===== src/pkg/crr_pkg.sv =====
`default_nettype none
package crr_pkg;
  // ------------------------------------------------------------
  // Register indices; the byte address is the index times four
  // ------------------------------------------------------------
  localparam logic [7:0] IDX_SPEED_CTRL = 8'h02;
  localparam logic [7:0] IDX_CLOCK_LIMITS = 8'h03;
  localparam logic [7:0] IDX_IRQ_EN_PRI = 8'h04;
  localparam logic [7:0] IDX_IRQ_EN_SEC = 8'h05;
  localparam logic [7:0] IDX_VENDOR_HIGH = 8'h06;
  localparam logic [7:0] IDX_IRQ_CTRL = 8'h01;
  localparam logic [7:0] IDX_IRQ_FLAGS_PRI = 8'h10;
  localparam logic [7:0] IDX_IRQ_FLAGS_SEC = 8'h11;
  localparam logic [7:0] IDX_STATUS = 8'h12;
  // ------------------------------------------------------------
  // Field positions
  // ------------------------------------------------------------
  localparam int SPEED_CAP_BIT = 1;
  localparam int IRQ_PULSE_BIT = 5;
  localparam int IRQ_POL_BIT = 4;
  localparam int FW_UPDATE_BIT = 7;
  localparam int SLOT_TWO_LSB = 4;
  localparam int SLOT_ONE_LSB = 0;
  // ------------------------------------------------------------
  // Reset values and write masks
  // ------------------------------------------------------------
  localparam logic [7:0] RST_BYTE = 8'h00;
  localparam logic [7:0] SEC_EN_MASK = 8'h80;
  localparam logic [7:0] PRI_EN_MASK = 8'h7F;
  localparam logic [7:0] IRQ_CTRL_MASK = 8'h30;
  localparam logic [7:0] SPEED_MASK = 8'h02;
  // Built-in vendor code, value arbitrary
  localparam logic [7:0] DEFAULT_VENDOR_HIGH = 8'h5A;
  // ------------------------------------------------------------
  // Clock divider codes and timing
  // ------------------------------------------------------------
  localparam logic [3:0] CODE_DIV_MAX = 4'h7;
  localparam logic [2:0] SHIFT_MAX = 3'h6;
  localparam int CLK_MHZ = 250;
  localparam int IRQ_PULSE_MS = 10;
  localparam int IRQ_PULSE_CYCLES = IRQ_PULSE_MS * CLK_MHZ * 1000;
endpackage
`default_nettype wire


===== src/design/crr_clock_select.sv =====
`default_nettype none
// ------------------------------------------------------------
// Card clock rate chooser: lower of limit and card maximum
// ------------------------------------------------------------
module crr_clock_select
  import crr_pkg::*;
(
  // Clock and reset
  input wire logic clk_i,
  input wire logic rst_n_i,
  // Limit and card capability
  input wire logic [3:0] limit_code_i,
  input wire logic [2:0] card_shift_i,
  // Chosen divider exponent
  output logic [2:0] shift_o
);
  logic [2:0] limit_shift;
  logic [2:0] shift_next;
  logic [2:0] shift_reg;

  // Code to exponent, undefined codes mean base clock
  function automatic logic [2:0] code_to_shift(input logic [3:0] code);
    if ((code >= 4'h2) && (code <= CODE_DIV_MAX))
      code_to_shift = 3'(code - 4'h1);
    else
      code_to_shift = 3'h0;
  endfunction

  // Slower of the two rates wins
  assign limit_shift = code_to_shift(limit_code_i);
  assign shift_next = (limit_shift > card_shift_i) ? limit_shift : card_shift_i;

  // Output register
  always_ff @(posedge clk_i or negedge rst_n_i)
  begin
    if (!rst_n_i)
      shift_reg <= 3'h0;
    else
      shift_reg <= shift_next;
  end
  assign shift_o = shift_reg;
endmodule
`default_nettype wire


===== src/design/crr_pulse_timer.sv =====
`default_nettype none
// ------------------------------------------------------------
// Fixed-length pulse timer for the interrupt pulse mode
// ------------------------------------------------------------
module crr_pulse_timer
  import crr_pkg::*;
#(
  parameter int CYCLES = IRQ_PULSE_CYCLES
)
(
  // Clock and reset
  input wire logic clk_i,
  input wire logic rst_n_i,
  // Start event
  input wire logic start_i,
  // Pulse active
  output logic active_o
);
  logic [31:0] count_reg;
  logic [31:0] count_next;

  // Reload on start, count down to zero
  assign count_next = start_i ? 32'(CYCLES) :
                      (count_reg != 32'h0) ? count_reg - 32'h1 : 32'h0;

  always_ff @(posedge clk_i or negedge rst_n_i)
  begin
    if (!rst_n_i)
      count_reg <= 32'h0;
    else
      count_reg <= count_next;
  end
  assign active_o = (count_reg != 32'h0);
endmodule
`default_nettype wire


===== src/design/crr_config_regs.sv =====
// Chosen here: the Wishbone interface to the registers.
`default_nettype none
module crr_config_regs
  import crr_pkg::*;
#(
  parameter int PULSE_CYCLES = IRQ_PULSE_CYCLES
)
(
  // Clock and reset
  input wire logic clk_i,
  input wire logic rst_n_i,
  // Wishbone slave
  input wire logic wb_cyc_i,
  input wire logic wb_stb_i,
  input wire logic wb_we_i,
  input wire logic [7:0] wb_adr_i,
  input wire logic [3:0] wb_sel_i,
  input wire logic [31:0] wb_dat_i,
  output logic [31:0] wb_dat_o,
  output logic wb_ack_o,
  output logic wb_err_o,
  // Event source levels
  input wire logic fullspeed_state_i,
  input wire logic suspend_state_i,
  input wire logic io_supply_state_i,
  input wire logic card_supply_state_i,
  input wire logic bus_power_state_i,
  input wire logic busy_state_i,
  input wire logic slot_one_present_i,
  input wire logic slot_two_present_i,
  input wire logic fw_update_state_i,
  // Reader mode
  input wire logic reader_active_i,
  input wire logic slot_two_selected_i,
  // Card capabilities as divider exponents
  input wire logic [2:0] slot_one_card_shift_i,
  input wire logic [2:0] slot_two_card_shift_i,
  // Controls out
  output logic usb_speed_cap_o,
  output logic [2:0] slot_one_shift_o,
  output logic [2:0] slot_two_shift_o,
  output logic [7:0] vendor_ident_upper_o,
  output logic irq_o
);
  // ------------------------------------------------------------
  // Declarations
  // ------------------------------------------------------------
  logic [7:0] speed_ctrl_reg;
  logic [7:0] irq_ctrl_reg;
  logic [7:0] card_clock_limits_reg;
  logic [7:0] irq_enable_primary_reg;
  logic [7:0] irq_enable_secondary_reg;
  logic [7:0] vendor_ident_high_byte_reg;
  logic vendor_written_reg;
  logic [7:0] flags_pri_reg;
  logic [7:0] flags_sec_reg;
  logic [7:0] flags_pri_next;
  logic [7:0] flags_sec_next;
  logic [7:0] src_pri;
  logic [7:0] src_pri_reg;
  logic src_sec_reg;
  logic [7:0] chg_pri;
  logic chg_sec;
  logic ack_reg;
  logic err_reg;
  logic [31:0] rdata_reg;
  logic [31:0] rdata_next;
  logic card_present;
  logic req;
  logic wr;
  logic rd;
  logic known;
  logic lane0;
  logic clr_pri;
  logic clr_sec;
  logic pending;
  logic pending_reg;
  logic pulse_start;
  logic pulse_active;
  logic irq_level;

  // Byte merge under the low lane strobe
  function automatic logic [7:0] merge(input logic [7:0] old, input logic [7:0] mask);
    merge = lane0 ? (wb_dat_i[7:0] & mask) : old;
  endfunction

  // ------------------------------------------------------------
  // Bus decode
  // ------------------------------------------------------------
  // No new take while an answer is out, so a held strobe is taken every second cycle
  assign req = wb_cyc_i && wb_stb_i && !ack_reg && !err_reg;
  assign known = (wb_adr_i[7:2] == IDX_SPEED_CTRL[5:0]) ||
                 (wb_adr_i[7:2] == IDX_IRQ_CTRL[5:0]) ||
                 (wb_adr_i[7:2] == IDX_CLOCK_LIMITS[5:0]) ||
                 (wb_adr_i[7:2] == IDX_IRQ_EN_PRI[5:0]) ||
                 (wb_adr_i[7:2] == IDX_IRQ_EN_SEC[5:0]) ||
                 (wb_adr_i[7:2] == IDX_VENDOR_HIGH[5:0]) ||
                 (wb_adr_i[7:2] == IDX_IRQ_FLAGS_PRI[5:0]) ||
                 (wb_adr_i[7:2] == IDX_IRQ_FLAGS_SEC[5:0]) ||
                 (wb_adr_i[7:2] == IDX_STATUS[5:0]);
  assign wr = req && known && wb_we_i;
  assign rd = req && known && !wb_we_i;
  assign lane0 = wb_sel_i[0];
  // A read of a flag register clears it at the take edge
  assign clr_pri = rd && (wb_adr_i[7:2] == IDX_IRQ_FLAGS_PRI[5:0]);
  assign clr_sec = rd && (wb_adr_i[7:2] == IDX_IRQ_FLAGS_SEC[5:0]);

  // Read mux
  always_comb
  begin
    rdata_next = 32'h0;
    unique case (wb_adr_i[7:2])
      IDX_SPEED_CTRL[5:0]: rdata_next[7:0] = speed_ctrl_reg;
      IDX_IRQ_CTRL[5:0]: rdata_next[7:0] = irq_ctrl_reg;
      IDX_CLOCK_LIMITS[5:0]: rdata_next[7:0] = card_clock_limits_reg;
      IDX_IRQ_EN_PRI[5:0]: rdata_next[7:0] = irq_enable_primary_reg;
      IDX_IRQ_EN_SEC[5:0]: rdata_next[7:0] = irq_enable_secondary_reg;
      IDX_VENDOR_HIGH[5:0]: rdata_next[7:0] = vendor_ident_high_byte_reg;
      IDX_IRQ_FLAGS_PRI[5:0]: rdata_next[7:0] = flags_pri_reg;
      IDX_IRQ_FLAGS_SEC[5:0]: rdata_next[7:0] = flags_sec_reg;
      IDX_STATUS[5:0]: rdata_next[7:0] = {6'h0, vendor_written_reg, pending_reg};
      default: rdata_next = 32'h0;
    endcase
  end

  // Bus answer registers
  always_ff @(posedge clk_i or negedge rst_n_i)
  begin
    if (!rst_n_i)
    begin
      ack_reg <= 1'b0;
      err_reg <= 1'b0;
      rdata_reg <= 32'h0;
    end
    else
    begin
      ack_reg <= req && known;
      err_reg <= req && !known;
      rdata_reg <= rdata_next;
    end
  end
  assign wb_ack_o = ack_reg;
  assign wb_err_o = err_reg;
  assign wb_dat_o = rdata_reg;

  // ------------------------------------------------------------
  // Configuration registers
  // ------------------------------------------------------------
  always_ff @(posedge clk_i or negedge rst_n_i)
  begin
    if (!rst_n_i)
    begin
      speed_ctrl_reg <= RST_BYTE;
      irq_ctrl_reg <= RST_BYTE;
      card_clock_limits_reg <= RST_BYTE;
      irq_enable_primary_reg <= RST_BYTE;
      irq_enable_secondary_reg <= RST_BYTE;
      vendor_ident_high_byte_reg <= RST_BYTE;
      vendor_written_reg <= 1'b0;
    end
    else if (wr)
    begin
      // Reserved bits are masked on write and always read zero
      if (wb_adr_i[7:2] == IDX_SPEED_CTRL[5:0])
        speed_ctrl_reg <= merge(speed_ctrl_reg, SPEED_MASK);
      if (wb_adr_i[7:2] == IDX_IRQ_CTRL[5:0])
        irq_ctrl_reg <= merge(irq_ctrl_reg, IRQ_CTRL_MASK);
      if (wb_adr_i[7:2] == IDX_CLOCK_LIMITS[5:0])
        card_clock_limits_reg <= merge(card_clock_limits_reg, 8'hFF);
      if (wb_adr_i[7:2] == IDX_IRQ_EN_PRI[5:0])
        irq_enable_primary_reg <= merge(irq_enable_primary_reg, PRI_EN_MASK);
      if (wb_adr_i[7:2] == IDX_IRQ_EN_SEC[5:0])
        irq_enable_secondary_reg <= merge(irq_enable_secondary_reg, SEC_EN_MASK);
      // A write with lane 0 clear does not count as programming
      if ((wb_adr_i[7:2] == IDX_VENDOR_HIGH[5:0]) && lane0)
      begin
        vendor_ident_high_byte_reg <= wb_dat_i[7:0];
        vendor_written_reg <= 1'b1;
      end
    end
  end

  // Speed cap and vendor byte outputs
  assign usb_speed_cap_o = speed_ctrl_reg[SPEED_CAP_BIT];
  assign vendor_ident_upper_o = vendor_written_reg ? vendor_ident_high_byte_reg
                                                   : DEFAULT_VENDOR_HIGH;

  // ------------------------------------------------------------
  // Card clock selection
  // ------------------------------------------------------------
  crr_clock_select u_slot_one
  (
    .clk_i(clk_i),
    .rst_n_i(rst_n_i),
    .limit_code_i(card_clock_limits_reg[SLOT_ONE_LSB +: 4]),
    .card_shift_i(slot_one_card_shift_i),
    .shift_o(slot_one_shift_o)
  );

  crr_clock_select u_slot_two
  (
    .clk_i(clk_i),
    .rst_n_i(rst_n_i),
    .limit_code_i(card_clock_limits_reg[SLOT_TWO_LSB +: 4]),
    .card_shift_i(slot_two_card_shift_i),
    .shift_o(slot_two_shift_o)
  );

  // ------------------------------------------------------------
  // Event sources and change detection
  // ------------------------------------------------------------
  // Card presence follows the selected slot in reader mode
  assign card_present = (reader_active_i && slot_two_selected_i) ? slot_two_present_i
                                                                 : slot_one_present_i;
  // Bit 7 has no source and never flags
  assign src_pri = {1'b0, fullspeed_state_i, suspend_state_i, io_supply_state_i,
                    card_supply_state_i, bus_power_state_i, busy_state_i, card_present};

  always_ff @(posedge clk_i or negedge rst_n_i)
  begin
    if (!rst_n_i)
    begin
      src_pri_reg <= RST_BYTE;
      src_sec_reg <= 1'b0;
    end
    else
    begin
      src_pri_reg <= src_pri;
      src_sec_reg <= fw_update_state_i;
    end
  end
  assign chg_pri = src_pri ^ src_pri_reg;
  assign chg_sec = fw_update_state_i ^ src_sec_reg;

  // Sticky flags; a new change wins over a read clear
  assign flags_pri_next = (clr_pri ? RST_BYTE : flags_pri_reg) | chg_pri;
  assign flags_sec_next = (clr_sec ? RST_BYTE : flags_sec_reg) |
                          {chg_sec, 7'h0};

  always_ff @(posedge clk_i or negedge rst_n_i)
  begin
    if (!rst_n_i)
    begin
      flags_pri_reg <= RST_BYTE;
      flags_sec_reg <= RST_BYTE;
      pending_reg <= 1'b0;
    end
    else
    begin
      flags_pri_reg <= flags_pri_next;
      flags_sec_reg <= flags_sec_next;
      pending_reg <= pending;
    end
  end

  // ------------------------------------------------------------
  // Interrupt output
  // ------------------------------------------------------------
  // Enabled flags only; bits 6..0 of the primary enable, bit 7 of the secondary
  assign pending = |(flags_pri_reg & irq_enable_primary_reg & PRI_EN_MASK) ||
                   (flags_sec_reg[FW_UPDATE_BIT] &&
                    irq_enable_secondary_reg[FW_UPDATE_BIT]);
  // A new pulse only on a fresh rise of the pending level
  assign pulse_start = pending && !pending_reg;

  crr_pulse_timer #(
    .CYCLES(PULSE_CYCLES)
  ) u_pulse
  (
    .clk_i(clk_i),
    .rst_n_i(rst_n_i),
    .start_i(pulse_start),
    .active_o(pulse_active)
  );

  // Level or pulse mode, then polarity
  // Pulse mode hides further events until the pending level drops
  assign irq_level = irq_ctrl_reg[IRQ_PULSE_BIT] ? pulse_active : pending_reg;
  assign irq_o = irq_ctrl_reg[IRQ_POL_BIT] ? irq_level : !irq_level;
endmodule
`default_nettype wire


===== config.mk =====
export PLATFORM = sky130hd
export DESIGN_NAME = crr_config_regs
export DESIGN_NICKNAME = d
export VERILOG_FILES = /design/src/pkg/crr_pkg.sv /design/src/design/crr_clock_select.sv /design/src/design/crr_pulse_timer.sv /design/src/design/crr_config_regs.sv
export SDC_FILE = /design/constraint.sdc
export NUM_CORES = 1
export LEC_CHECK = 0
export CAP_MARGIN = 30
export CORE_ASPECT_RATIO = 1.5
export CORE_MARGIN = 1
export CORE_UTILIZATION = 50
export DETAILED_ROUTE_END_ITERATION = 6
export DONT_BUFFER_PORTS = 1
export HOLD_SLACK_MARGIN = 0.1
export SYNTH_ARGS = -nofsm -noshare
export SYNTH_HDL_FRONTEND = slang
export SYNTH_SLANG_ARGS = --single-unit

===== constraint.sdc =====
create_clock -name clk_i -period 5.85 [get_ports clk_i]
set_input_delay 1.4625 -clock clk_i [delete_from_list [all_inputs] [get_ports clk_i]]
set_output_delay 1.4625 -clock clk_i [all_outputs]
set_load 0.05 [all_outputs]

# Yosys cells after proc, flatten, opt, wreduce, memory -nomap -nowiden
# Index checks and enable logic that the tools add are counted.
# totals
register_bits	101
elab_cells	92
in_bits	66
out_inout_bits	50
# op_classes
bitwise_logic	5
muxes	13
addsub	3
reduce_logical	38
n_lt_le_gt_ge	6
n_eq_ne	9
# op_table
operator	count
8-bit one-hot mux with 9 select lines	1
32-bit 2-to-1 mux	2
32-bit nonzero test	1
32-bit by 1-bit subtractor with 32-bit output (second input constant)	1
8-bit 2-to-1 mux	3
6-bit by 3-bit equality test with 1-bit output (second input constant)	3
6-bit by 5-bit equality test with 1-bit output (second input constant)	3
1-bit logical AND	15
3-bit AND reduction	5
6-bit by 2-bit equality test with 1-bit output (second input constant)	2
3-bit 2-to-1 mux	4
1-bit logical OR	9
4-bit by 2-bit >= comparator with 1-bit output (second input constant)	2
4-bit by 3-bit less-or-equal comparator with 1-bit output (second input constant)	2
8-bit by 7-bit OR with 8-bit output	1
8-bit OR	1
7-bit AND	1
7-bit OR reduction	1
7-bit bitwise XOR	1
6-bit by 1-bit equality test with 1-bit output (second input constant)	1
3-bit > comparator	2
1-bit logical NOT	6
3-bit by 1-bit subtractor with 3-bit output (second input constant)	2
1-bit 2-to-1 mux	3
other kinds (2)	2

# Longest topological paths before layout
# Gate-level depths: netlist of the first run.
# depth
word_depth	14
depth_mapped	10
depth_no_buf	10

# Cells and area by module
# Synthesis of the first run repeated with hierarchy kept, for this count alone.
# unflattened
hier_cells	459
area_unflattened_um2	5063.6
# by_module_without_submodules
module	cells_per_inst	area_each_um2	seq_area_each_um2	instances
crr_config_regs	227	2770.2	1376.3	1
crr_pulse_timer	178	1775.5	800.8	1
crr_clock_select	27	259.0	75.1	2

# Worst setup path before layout of the first run
# Ideal clock, no wire load.
# synth_path
path_kind	reg-to-output
startpoint	register u_pulse.count_reg[10]
endpoint	output port irq_o
required_ps	4388
path_buffers	0
path_stages_with_launch	6
t_arrival_ps	2552
path_slack_ps	1835
cell_sequence	dfrtp_1 -> nor4_1 -> nand4_2 -> nor4_4 -> a21oi_1 -> xnor2_1
# synth_via
elab_chain_len	4
# synth_rtl
element	line_no	rtl
start: declaration	crr_pulse_timer.sv:19	logic [31:0] count_reg;
start signal: assignment	crr_pulse_timer.sv:31	count_reg <= count_next;
32-bit nonzero test (*)	crr_pulse_timer.sv:33	assign active_o = (count_reg != 32'h0);
1-bit 2-to-1 mux (*)	crr_config_regs.sv:278	assign irq_level = irq_ctrl_reg[IRQ_PULSE_BIT] ? pulse_active : pending_reg;
1-bit logical NOT	crr_config_regs.sv:279	assign irq_o = irq_ctrl_reg[IRQ_POL_BIT] ? irq_level : !irq_level;
1-bit 2-to-1 mux (*)	crr_config_regs.sv:279	
end: declaration	crr_config_regs.sv:43	output logic irq_o
# Mark *: on every way between the ends. The rest lies on a longest branch, timed or not.

# Final worst setup path of the first run
# Ends and elaborated chain as after synthesis.

==> results of run 1 <==
## cells by family after synthesis
kind of cell | count (synthesis)
AO/OA/AOI/OAI | 52
AND/OR/NAND/NOR | 143
buffers and inverters | 48
adder cells (fa/ha/maj) | 12
other | 1
XOR/XNOR | 36
flip-flops | 93
multiplexers | 38
## final timing paths
path	to	slack, ns	cells past startpoint
setup / recovery	irq_o	1.45	6
hold / removal	u_pulse.count_reg[0]$_DFF_PN0_	0.47	1
setup reg to reg	u_pulse.count_reg[24]$_DFF_PN0_	3.31	5
hold reg to reg	u_pulse.count_reg[0]$_DFF_PN0_	0.47	1
max in group asynchronous	u_slot_two.shift_o[2]$_DFF_PN0_	4.91	0
min in group asynchronous	u_pulse.count_reg[2]$_DFF_PN0_	0.81	0
## area by class of cell
class | count | area (sq um)
Inverter | 16 | 60.1
Clock buffer | 9 | 225
Timing Repair Buffer | 3 | 22.5
Tap cell | 110 | 138
Clock inverter | 5 | 125
Fill cell | 791 | 3870
Sequential cell | 93 | 2330
Multi-Input combinational cell | 305 | 2110
## power by group through the flow
stage / logic, W / registers (W) / clock network [W]
final: 0.000316 / 0.000865 / 0.000686
after global routing: 0.000355 / 0.000880 / 0.000730
after CTS: 0.000319 / 0.000866 / 0.000705
after detailed placement: 0.000314 / 0.000876 / 0
after global placement: 0.000306 / 0.000872 / 0
after floorplan: 0.000287 / 0.000853 / 0
## metrics by stage
step	instance area, sq um	utilization	hold slack [ns]	total power (W)
finish	5010	0.564	0.474	0.00187
global route	5010	0.564	0.491	0.00197
CTS	5010	0.564	0.475	0.00189
detailed placement	4660	0.525	0.466	0.00119
global placement	4660	0.525	0.463	0.00118
floorplan	4720	-	0.445	0.00114
## synth_stat cells, types with 2 or more instances
| library cell | n |
|---|---|
| nand4_1 | 3 |
| buf_2 | 4 |
| buf_4 | 24 |
| xnor2_1 | 24 |
| and2_1 | 4 |
| nor4_1 | 9 |
| nor2b_1 | 5 |
| a22oi_1 | 6 |
| nand2_1 | 24 |
| or3_1 | 5 |
| nor2_1 | 37 |
| or4_1 | 6 |
| clkbuf_1 | 4 |
| xor2_1 | 12 |
| or2_2 | 2 |
| a32oi_1 | 2 |
| nor2_2 | 2 |
| a21oi_1 | 8 |
| a222oi_1 | 5 |
| a21o_1 | 10 |
| a31oi_1 | 2 |
| ha_1 | 12 |
| dfrtp_1 | 93 |
| nand3b_1 | 3 |
| mux2i_1 | 2 |
| nand2b_1 | 6 |
| o21ai_0 | 9 |
| nand3_1 | 7 |
| o31ai_1 | 2 |
| mux2_2 | 36 |
| inv_1 | 16 |
| or4_4 | 2 |
| nor3_1 | 21 |
## worst max-delay path, delay by kind of cell (launching register included)
kind,cells,cell delay (ns)
AO/OA/AOI/OAI,1,0.16
buffers and inverters,1,0.24
XOR/XNOR,1,0.22
AND/OR/NAND/NOR,3,1.56
flip-flops,1,0.42
## per-layer routing
layer	part of all wire	wire, um	vias up	global-route usage
li1	-	-	1456	-
met1	0.41	3770	1498	0.240
met2	0.54	5030	78	0.377
met3	0.040	372	11	0.0578
met4	0.014	134	0	0.0737
met5	0	0	-	0
==> metrics.md, run 1 <==
| Metric | Value |
|---|---|
| Outcome | `complete, no violations` |
| Reg power frac | `0.463` |
| Worst rel slew slack | `0.292` |
| DRC viols | `0` |
| Post-CTS sizing | `0` |
| Hold path start | `u_pulse.count_reg[0]$_DFF_PN0_` |
| Routability cong. | `just under 0.8` |
| Final WS setup | `1.45 ns` |
| CTS tree | `done` |
| Post-synth EDFFs | `0` |
| Syn avg cell area | `about 11 sq um` |
| Initial antenna violation count | `0` |
| Max-cap viol count | `0` |
| Reg-to-reg startpoint | `u_pulse.count_reg[10]$_DFF_PN0_` |
| Synth Cell Area | `between 0.004 and 0.005 sq mm` |
| Fraction of layout cells with a size suffix above 1 | `0.148` |
| Crit path cell chain | `nor4_1 > nand4_2 > nor4_4 > a21oi_1 > xnor2_1 > buf_4` |
| HPWL after DPL | `roughly 6600 um` |
| Kind of critical path | `flip-flop to output port` |
| Cts bufs inserted | `9` |
| Top_reg_cell synth | `dfrtp_1` |
| Area grow syn2layout | `8.24%` |
| H-tree depth | `3` |
| Number of DRC markers in iteration 0 | `152` |
| Rows | `42` |
| RSZ-0062 raised after global routing | `false` |
| Switching Fraction | `0.286` |
| Core Area | `between 0.008 and 0.009 sq mm` |
| Commonest non-fill, non-tap cells in the layout | `dfrtp_1, nor2_1, mux2_2` |
| Total number of vias | `about 3000` |
| Final Max Slew Viols | `0` |
| HP Class | `flip-flop to flip-flop` |
| Die width | `slightly above 80 um` |
| Synth Area in Simple Gates | `0.164` |
| Die extent in y | `around 120 um` |
| Final setup fails | `0` |
| Post-Syn Instances | `423` |
| Logic pwr share | `0.169` |
| Crit path required time | `approximately 4.4 ns` |
| Post-Layout Cell Count | `about 540` |
| Crit-path slowest cell | `nor4_4` |
| Largest net degree at the start of global routing | `94` |
| Hold buffers post-CTS | `0` |
| Hold violation total from the final report | `0` |
| Longest Clk Path Bufs | `2` |
| Clk pin slew, worst setup/hold paths | `~0.060 ns` |
| Int Power | `0.00133 W` |
| First-pass GRT wire length | `between 15000 and 20000 um` |
| Async set or reset register ratio after synthesis | `1.00` |
| Die area | `slightly below 0.01 sq mm` |
| TritonRoute pass-1 iters | `4` |
| Actual slew at the worst max-slew pin | `roughly 1.1 ns` |
| CP max FO | `10` |
| Yosys warns | `0` |
| Input/output buffers | `0` |
| Vias in the first global route | `approximately 3100` |
| Nets@finish | `roughly 510` |
| Compound-Gate Fraction of Synth Area | `0.0808` |
| Fmax | `between 0.2 and 0.25 GHz` |
| Multiplexer share of the synthesized area | `0.0919` |
| Synth Area in Adders | `0.0324` |
| Gr usage total | `0.213` |
| Routed len/inst | `around 17 um` |
| Worst-skew pair later-pin latency | `between 0.3 and 0.4 ns` |
| Synthesis-stage register bit count | `93` |
| Synth top area share | `0.503` |
| Synth area leader | `dfrtp_1` |
| Post-synthesis sequential area ratio | `0.503` |
| Xor and xnor area share after synthesis | `0.0681` |
| Drt total wl | `a little over 9000 um` |
| Most common cell after layout, fill and taps aside | `dfrtp_1` |
| Worst setup SP type | `flip-flop` |
| Sw Pwr | `roughly 0.00053 W` |
| Antenna Nets Post-Route | `0` |
| Initial Util | `0.521` |
| Critical path's largest stage delay | `between 0.6 and 0.7 ns` |
| Post-synthesis cell type count | `between 40 and 50` |
| Max reg flops | `32` |
| IO Pins | `~120` |
| Setup WS pre-CTS | `~1.8 ns` |
| Setup TNS | `0 ns` |
| Diodes inserted | `0` |
| CTS Sinks | `93` |
| Postcts setup bufs | `0` |
| Period utilization | `0.752` |
| Arrival @ worst endpoint | `2.94 ns` |
| Leak | `2.27 nW` |
| Clk network pwr share | `0.367` |
| Pwr/cell area | `372 mW/mm^2` |
| Total gr overflow | `0` |
| Crit end category | `output port` |
| Skew final | `0.00469 ns` |
| Worst Setup SP | `u_pulse.count_reg[10]$_DFF_PN0_` |
| Min Tclk post-route | `roughly 4.4 ns` |
| Root buf cell | `clkbuf_16` |
| Placed instance count | `527` |
| Via density | `roughly 5.6` |
| Largest family of logic cells by synthesized area | `simple AND/OR/NAND/NOR gates` |
| Maximum VDD drop | `between 0.2 and 0.25 mV` |
| Top post-synthesis cells by area | `dfrtp_1, mux2_2, xnor2_1` |
Power figures use the tool's default switching activity.
==> run 2: changes to the inputs <==
--- a/config.mk
+++ b/config.mk
@@ -5,6 +5,7 @@
 export SDC_FILE = /design/constraint.sdc
 export NUM_CORES = 1
 export LEC_CHECK = 0
+export ABC_AREA = 1
 export CAP_MARGIN = 30
 export CORE_ASPECT_RATIO = 1.5
 export CORE_MARGIN = 1
@@ -12,6 +13,7 @@
 export DETAILED_ROUTE_END_ITERATION = 6
 export DONT_BUFFER_PORTS = 1
 export HOLD_SLACK_MARGIN = 0.1
+export PLACE_DENSITY = 0.68
 export SYNTH_ARGS = -nofsm -noshare
 export SYNTH_HDL_FRONTEND = slang
 export SYNTH_SLANG_ARGS = --single-unit
==> constraint.sdc (replaced) <==
create_clock -name clk_i -period 3.55 [get_ports clk_i]
set_input_delay 0.8875 -clock clk_i [delete_from_list [all_inputs] [get_ports clk_i]]
set_output_delay 0.8875 -clock clk_i [all_outputs]
set_load 0.05 [all_outputs]
==> run 2 against run 1 <==
The run now ends with design-rule violations left. Sequential power grew 42%. Count of clock-buffer cells in the layout is the same. Sequential share of layout area shrank 3.3 points. Sequential cell count is the same. Critical path depth grew 3. Power grew 36%. Global-route usage grew 1.1 points. Clock skew grew 0.0047 ns. Utilization shrank 1.1 points. Critical endpoint unchanged.
==> metrics.md, run 2 <==
| Metric | Value |
|---|---|
| Core Area | `0.00974 sq mm (+9.7%)` |
| Worst setup SP type | `flip-flop` |
| Post-Syn Instances | `635 (+50%)` |
| Synth cell count leaders | `nand2_1, dfrtp_1, nor2_1` |
| Setup slack, reg-to-reg | `1.23 ns (-2.08 ns)` |
| Post-synthesis sequential area ratio | `0.459 (-0.0434)` |
| Min Tclk post-route | `~3.0 ns` |
| DRC viols | `6 (+6)` |
| Most common cell in the synthesized netlist | `nand2_1` |
| Post-synth EDFFs | `0 (unchanged)` |
| TritonRoute pass-1 iters | `6 (+2)` |
| Crit end category | `output port` |
| Max reg flops | `32 (unchanged)` |
| Routability cong. | `0.907 (+16%)` |
| Final setup fails | `0 (unchanged)` |
| Final WS setup | `0.549 ns (-0.903 ns)` |
| Initial Util | `0.520 (-0.00124)` |
| Rows | `44 (+4.8%)` |
| Outcome | `finished, violations left` |
| Synthesis-stage register bit count | `93 (unchanged)` |
| Hold buffers post-CTS | `0 (unchanged)` |
| Diodes inserted | `0 (unchanged)` |
| Vias in the first global route | `4089 (+31%)` |
| Clk pin slew, worst setup/hold paths | `0.07 ns (about the same)` |
| CTS Sinks | `93 (unchanged)` |
| IO Pins | `116 (unchanged)` |
| Post-layout util | `0.553 (-0.0112)` |
| Post-CTS sizing | `0 (unchanged)` |
| Reg2Reg Capture Point | `u_slot_two.shift_o[2]$_DFF_PN0_` |
| HP Class | `primary input to asynchronous set/reset pin` |
| Area after DPL | `0.00510 sq mm (+9.4%)` |
| Kind of critical path | `flip-flop to output port` |
| CP max FO | `4 (-6)` |
| Period utilization | `0.845` |
| Total number of vias | `4046 (+33%)` |
| Cts bufs inserted | `9 (unchanged)` |
| Hold violation total from the final report | `0 (unchanged)` |
| RSZ-0062 raised after global routing | `false` |
| Logic pwr share | `0.144 (-0.025)` |
| Worst-skew pair later-pin latency | `0.34 ns (about the same)` |
| Initial antenna violation count | `0 (unchanged)` |
| Synth Cell Area | `0.00507 sq mm (+9.5%)` |
| Post-Layout Cell Count | `763 (+41%)` |
| Skew final | `0.00937 ns (+0.00468 ns)` |
| Clk network pwr share | `0.369 (+0.002)` |
| Drt total wl | `11000 um (+19%)` |
| Final Max Slew Viols | `0 (unchanged)` |
| Synth top area share | `0.459 (-0.0434)` |
| Nets@finish | `721 (+42%)` |
| Leak | `2.81 nW (+24%)` |
| Worst rel slew slack | `0.570 (+0.279)` |
| Largest net degree at the start of global routing | `94 (unchanged)` |
| Input/output buffers | `0 (unchanged)` |
| Register Area | `0.00233 sq mm (unchanged)` |
| Commonest non-fill, non-tap cells in the layout | `nand2_1, dfrtp_1, nor2_1` |
| Pwr/cell area | `470 mW/mm^2 (+26%)` |
| Setup WS pre-CTS | `0.914 ns (-0.927 ns)` |
| Area grow syn2layout | `6.35%` |
| Routed len/inst | `14.5 um (-16%)` |
| Fmax | `about 0.33 GHz` |
| Postcts setup bufs | `0 (unchanged)` |
| Antenna Nets Post-Route | `0 (unchanged)` |
| Actual slew at the worst max-slew pin | `0.642 ns (-0.413 ns)` |
| First-pass GRT wire length | `18600 um (+23%)` |
| Yosys warns | `0 (unchanged)` |
| Top_reg_cell synth | `dfrtp_1` |
| Via density | `5.30 (-5.7%)` |
| Die extent in y | `125 um (+4.5%)` |
| Syn avg cell area | `7.98 sq um (-27%)` |
| R2R depth | `11 (+6)` |
| Int Power | `0.00175 W (+32%)` |
| Setup TNS | `0 ns (unchanged)` |
| Fraction of layout cells with a size suffix above 1 | `0.0725 (-0.0760)` |
| Design area | `0.00539 sq mm (+7.5%)` |
| Failing checks | `design-rule violations` |
| Reg-to-reg startpoint | `card_clock_limits_reg[4]$_DFFE_PN0P_` |
| Most common cell after layout, fill and taps aside | `nand2_1` |
| Top post-synthesis cells by area | `dfrtp_1, nand2_1, nor2_1` |
| Filler Cell Count | `879 (+11%)` |
| Maximum VDD drop | `0.337 mV (+44%)` |
| Placed instance count | `747 (+42%)` |
| Sw Pwr | `0.000777 W (+46%)` |
| Multi-input logic area | `0.00234 sq mm (+11%)` |
| HPWL after DPL | `8300 um (+25%)` |
| Die area | `0.0105 sq mm (+9.3%)` |
| Crit path required time | `2.66 ns (-1.73 ns)` |
| Max-cap viol count | `0 (unchanged)` |
| CTS tree | `done` |
| Root buf cell | `clkbuf_16` |
| Switching Fraction | `0.307 (+0.0213)` |
| Post-synthesis cell type count | `38 (-22%)` |
| Die width | `84.2 um (+4.5%)` |
| Synth area leader | `dfrtp_1` |
| Longest Clk Path Bufs | `2 (unchanged)` |
| Total gr overflow | `0 (unchanged)` |
| H-tree depth | `3 (unchanged)` |
| Reg power frac | `0.487 (+0.024)` |
| Gr usage total | `0.223 (+0.0105)` |
| Arrival @ worst endpoint | `2.11 ns (-0.83 ns)` |
| Number of DRC markers in iteration 0 | `222 (+46%)` |
| Async set or reset register ratio after synthesis | `1.00 (unchanged)` |
-- run 2: cell count changes after synthesis, sizes merged, moves of 13 or more --
cell   change
mux2      -36
nor2      +58
nor3      -13
inv       +53
nand3     +49
nand2    +147
-- run 2: worst max-delay path by stage --
stage	cells past startpoint	startpoint	slack, ns	end
6_report	9	u_pulse.count_reg[12]$_DFF_PN0_	0.55	irq_o
3_5_place_dp	9	u_pulse.count_reg[12]$_DFF_PN0_	0.91	irq_o
4_1_cts	9	u_pulse.count_reg[12]$_DFF_PN0_	0.54	irq_o
3_3_place_gp	9	u_pulse.count_reg[12]$_DFF_PN0_	0.93	irq_o
5_1_grt	9	u_pulse.count_reg[12]$_DFF_PN0_	0.29	irq_o
2_1_floorplan	8	u_pulse.count_reg[29]$_DFF_PN0_	0.97	irq_o
-- run 2: power groups by stage --
stage,sequential (W),clock (W),combinational (W)
2_1_floorplan,0.00123,0,0.000325
4_1_cts,0.00123,0.000953,0.000361
6_report,0.00123,0.000934,0.000363
3_5_place_dp,0.00125,0,0.000356
5_1_grt,0.00124,0.000994,0.000409
3_3_place_gp,0.00125,0,0.000345
-- run 2: final cells by class --
type | count | area share
clock buffers | 9 | 0.0418
clock inverters | 7 | 0.0121
inverters | 69 | 0.0481
multi-input cells | 466 | 0.434
flip-flops and latches | 93 | 0.432
well taps | 115 | 0.0267
repair buffers | 4 | 0.00557
-- run 2: cell families after synthesis --
kind of cell    Yosys count  share of synthesized area
xor+xnor                 24                     0.0415
fa+ha+maj                12                     0.0296
flops                    93                      0.459
simple gates            360                      0.316
buf+inv                  99                     0.0963
other cells               1                   0.000740
compound gates           46                     0.0568
-- run 2: worst max-delay path, stage by stage (launching register included) --
cell and delay (ns):
dfrtp_1 0.41, nor2_1 0.20, nand2_1 0.10, nor2_1 0.22
nand4_1 0.11, nor2_1 0.15, nand2_1 0.09, nand2_1 0.06
nand2_1 0.04, nand2_1 0.39
-- run 2: per-stage QoR --
step / power, W / hold WS, ns
finish: 0.00253 / 0.239
global route: 0.00264 / 0.219
CTS: 0.00255 / 0.228
detailed placement: 0.00161 / 0.419
global placement: 0.00159 / 0.415
floorplan: 0.00156 / 0.402
-- run 2: metal layers --
| metal | vias up | GRT usage | share of wire |
|---|---|---|---|
| li1 | 2000 | - | - |
| met1 | 1901 | 0.242 | 0.37 |
| met2 | 121 | 0.405 | 0.54 |
| met3 | 24 | 0.0409 | 0.047 |
| met4 | 0 | 0.122 | 0.036 |
| met5 | - | 0 | 0 |
==> run 3: changes to the inputs <==
--- a/config.mk
+++ b/config.mk
@@ -5,7 +5,7 @@
 export SDC_FILE = /design/constraint.sdc
 export NUM_CORES = 1
 export LEC_CHECK = 0
-export ABC_AREA = 1
+export ABC_AREA = 0
 export CAP_MARGIN = 30
 export CORE_ASPECT_RATIO = 1.5
 export CORE_MARGIN = 1
@@ -13,7 +13,6 @@
 export DETAILED_ROUTE_END_ITERATION = 6
 export DONT_BUFFER_PORTS = 1
 export HOLD_SLACK_MARGIN = 0.1
-export PLACE_DENSITY = 0.68
 export SYNTH_ARGS = -nofsm -noshare
 export SYNTH_HDL_FRONTEND = slang
 export SYNTH_SLANG_ARGS = --single-unit
==> constraint.sdc (replaced) <==
create_clock -name clk_i -period 2.8 [get_ports clk_i]
set_input_delay 0.7 -clock clk_i [delete_from_list [all_inputs] [get_ports clk_i]]
set_output_delay 0.7 -clock clk_i [all_outputs]
set_load 0.05 [all_outputs]
==> run 3 against run 2 <==
The run ends with negative setup slack left. Design area decreased by 2.5%. Non-clock buffer count increased by 25. Power increased by 55%. Critical path depth decreased by 3.
==> metrics.md, run 3 (same netlist as run 1, synthesis figures left out) <==
| Metric | Value |
|---|---|
| Outcome | `finished, violations left` |
| Failing checks | `negative setup slack` |
| CTS Sinks | `93 (unchanged)` |
| Total gr overflow | `0 (unchanged)` |
| Worst Setup SP | `u_pulse.count_reg[9]$_DFF_PN0_` |
| Die area | `0.00966 sq mm (-8.5%)` |
| Worst-skew pair later-pin latency | `0.33 ns (about the same)` |
| Actual slew at the worst max-slew pin | `0.743 ns (+0.101 ns)` |
| Sw Pwr | `0.00122 W (+57%)` |
| Root buf cell | `clkbuf_16` |
| Placed instance count | `544 (-27%)` |
| Maximum VDD drop | `0.454 mV (+35%)` |
| Leak | `2.39 nW (-15%)` |
| H-tree depth | `3 (unchanged)` |
| Crit end category | `output port` |
| Period utilization | `1.01` |
| Diodes inserted | `0 (unchanged)` |
| Die width | `80.6 um (-4.3%)` |
| Vias in the first global route | `3324 (-19%)` |
| Worst rel slew slack | `0.501 (-0.0694)` |
| Largest net degree at the start of global routing | `94 (unchanged)` |
| Final Max Slew Viols | `0 (unchanged)` |
| Commonest non-fill, non-tap cells in the layout | `dfrtp_1, nor2_1, mux2_2` |
| Worst setup SP type | `flip-flop` |
| Pwr/cell area | `746 mW/mm^2 (+59%)` |
| Switching Fraction | `0.312 (+0.00483)` |
| Kind of critical path | `flip-flop to output port` |
| Initial antenna violation count | `0 (unchanged)` |
| Core Area | `0.00888 sq mm (-8.9%)` |
| Fraction of layout cells with a size suffix above 1 | `0.229 (+0.156)` |
| Fmax | `about 0.35 GHz` |
| DRC viols | `0 (-6)` |
| Min Tclk post-route | `2.84 ns` |
| Most common cell after layout, fill and taps aside | `dfrtp_1` |
| Final WS setup | `-0.0413 ns (-0.590 ns)` |
| IO Pins | `116 (unchanged)` |
| Arrival @ worst endpoint | `2.14 ns (+0.03 ns)` |
| Hold violation total from the final report | `0 (unchanged)` |
| Reg-to-reg startpoint | `u_pulse.count_reg[2]$_DFF_PN0_` |
| TritonRoute pass-1 iters | `4 (-2)` |
| Initial Util | `0.521 (+0.00124)` |
| Die extent in y | `120 um (-4.3%)` |
| CP max FO | `6 (+2)` |
| Nets@finish | `532 (-26%)` |
| Cts bufs inserted | `9 (unchanged)` |
| Routability cong. | `0.808 (-11%)` |
| Clk pin slew, worst setup/hold paths | `0.06 ns (about the same)` |
| Gr usage total | `0.225 (+0.00230)` |
| HPWL after DPL | `7210 um (-13%)` |
| Rows | `42 (-4.5%)` |
| HP Class | `primary input to asynchronous set/reset pin` |
| Logic pwr share | `0.241 (+0.097)` |
| Final setup fails | `1 (+1)` |
| Clk network pwr share | `0.295 (-0.074)` |
| Drt total wl | `9960 um (-9.8%)` |
| Longest Clk Path Bufs | `2 (unchanged)` |
| First-pass GRT wire length | `16300 um (-12%)` |
| Routed len/inst | `17.5 um (+21%)` |
| Antenna Nets Post-Route | `0 (unchanged)` |
| Power Total | `0.00392 W (+55%)` |
| Skew final | `0.00457 ns (-0.00480 ns)` |
| Int Power | `0.00270 W (+54%)` |
| Max reg flops | `32 (unchanged)` |
| Post-Layout Cell Count | `569 (-25%)` |
| CTS tree | `done` |
| Crit path required time | `2.10 ns (-0.56 ns)` |
| Reg power frac | `0.464 (-0.023)` |
| Via density | `5.55 (+4.7%)` |
| Input/output buffers | `0 (unchanged)` |
| Area grow syn2layout | `13.5%` |
| Max-cap viol count | `0 (unchanged)` |
| RSZ-0062 raised after global routing | `true` |
| Hold Worst Slack | `0.0579 ns (-0.181 ns)` |
| Number of DRC markers in iteration 0 | `103 (-54%)` |
| Total number of vias | `3158 (-22%)` |
-- run 3: cell types whose count changed in the layout (fill, tap and decap cells not counted), moves of 6 or more --
cell | previous run | this run
inv_1 | 67 | 14
nand2_1 | 169 | 23
a21o_1 | 0 | 10
nor3_1 | 7 | 20
xnor2_1 | 15 | 23
a22oi_1 | 12 | 6
or2_2 | 11 | 2
nand4_1 | 9 | 3
nor2_1 | 89 | 37
nand3_1 | 54 | 7
mux2_2 | 0 | 36
buf_4 | 4 | 28
-- run 3: cell type report --
| type | count | area (sq um) |
|---|---|---|
| clock buffers | 13 | 270 |
| flip-flops and latches | 93 | 2330 |
| clock inverters | 3 | 18.8 |
| multi-input cells | 305 | 2210 |
| repair buffers | 29 | 230 |
| well taps | 110 | 138 |
| inverters | 16 | 60.1 |
| fillers | 778 | 3630 |
-- run 3: metrics by stage --
stage	setup slack (ns)	utilization	cell area (sq um)	TNS [ns]
after floorplan	0.000239	-	4740	0
after global routing	-0.154	0.592	5260	-0.154
final	-0.0413	0.592	5260	-0.0413
after global placement	0.104	0.543	4830	0
after CTS	-0.164	0.582	5170	-0.164
after detailed placement	0.0527	0.543	4830	0
-- run 3: per-layer routing --
layer,vias up,part of all wire,track usage
met5,-,0,0
met1,1576,0.38,0.244
met3,16,0.034,0.0456
met2,59,0.56,0.406
li1,1507,-,-
met4,0,0.026,0.112
-- run 3: repair_timing --
item	CTS	global route
setup endpoints to repair	1	1
setup buffers	4	5
resized for setup	5	11
pin swaps	3	5
hold endpoints to repair	93	93
-- run 3: critical path: stages (launching register included) --
cell,delay [ns]
dfrtp_2,0.45
nor4_4,0.32
nand4_2,0.17
nor4_4,0.37
a21oi_2,0.14
xnor2_4,0.20
buf_12,0.16
-- run 3: power by group through the flow --
| stage | clock, W | sequential (W) | combinational [W] |
|---|---|---|---|
| after floorplan | 0 | 0.00179 | 0.000604 |
| after global placement | 0 | 0.00180 | 0.000750 |
| after detailed placement | 0 | 0.00182 | 0.000776 |
| after CTS | 0.00119 | 0.00179 | 0.000861 |
| after global routing | 0.00125 | 0.00185 | 0.00105 |
| final | 0.00116 | 0.00182 | 0.000946 |
-- run 3: final timing paths --
check	to	slack, ns	depth (start not counted)
setup / recovery	irq_o	-0.04	6
hold / removal	u_pulse.count_reg[0]$_DFF_PN0_	0.06	0
setup reg to reg	u_pulse.count_reg[27]$_DFF_PN0_	0.33	6
hold reg to reg	flags_pri_reg[1]$_DFF_PN0_	0.51	1
max in group asynchronous	card_clock_limits_reg[4]$_DFFE_PN0P_	2.63	0
min in group clk_i	src_pri_reg[6]$_DFF_PN0_	0.39	0
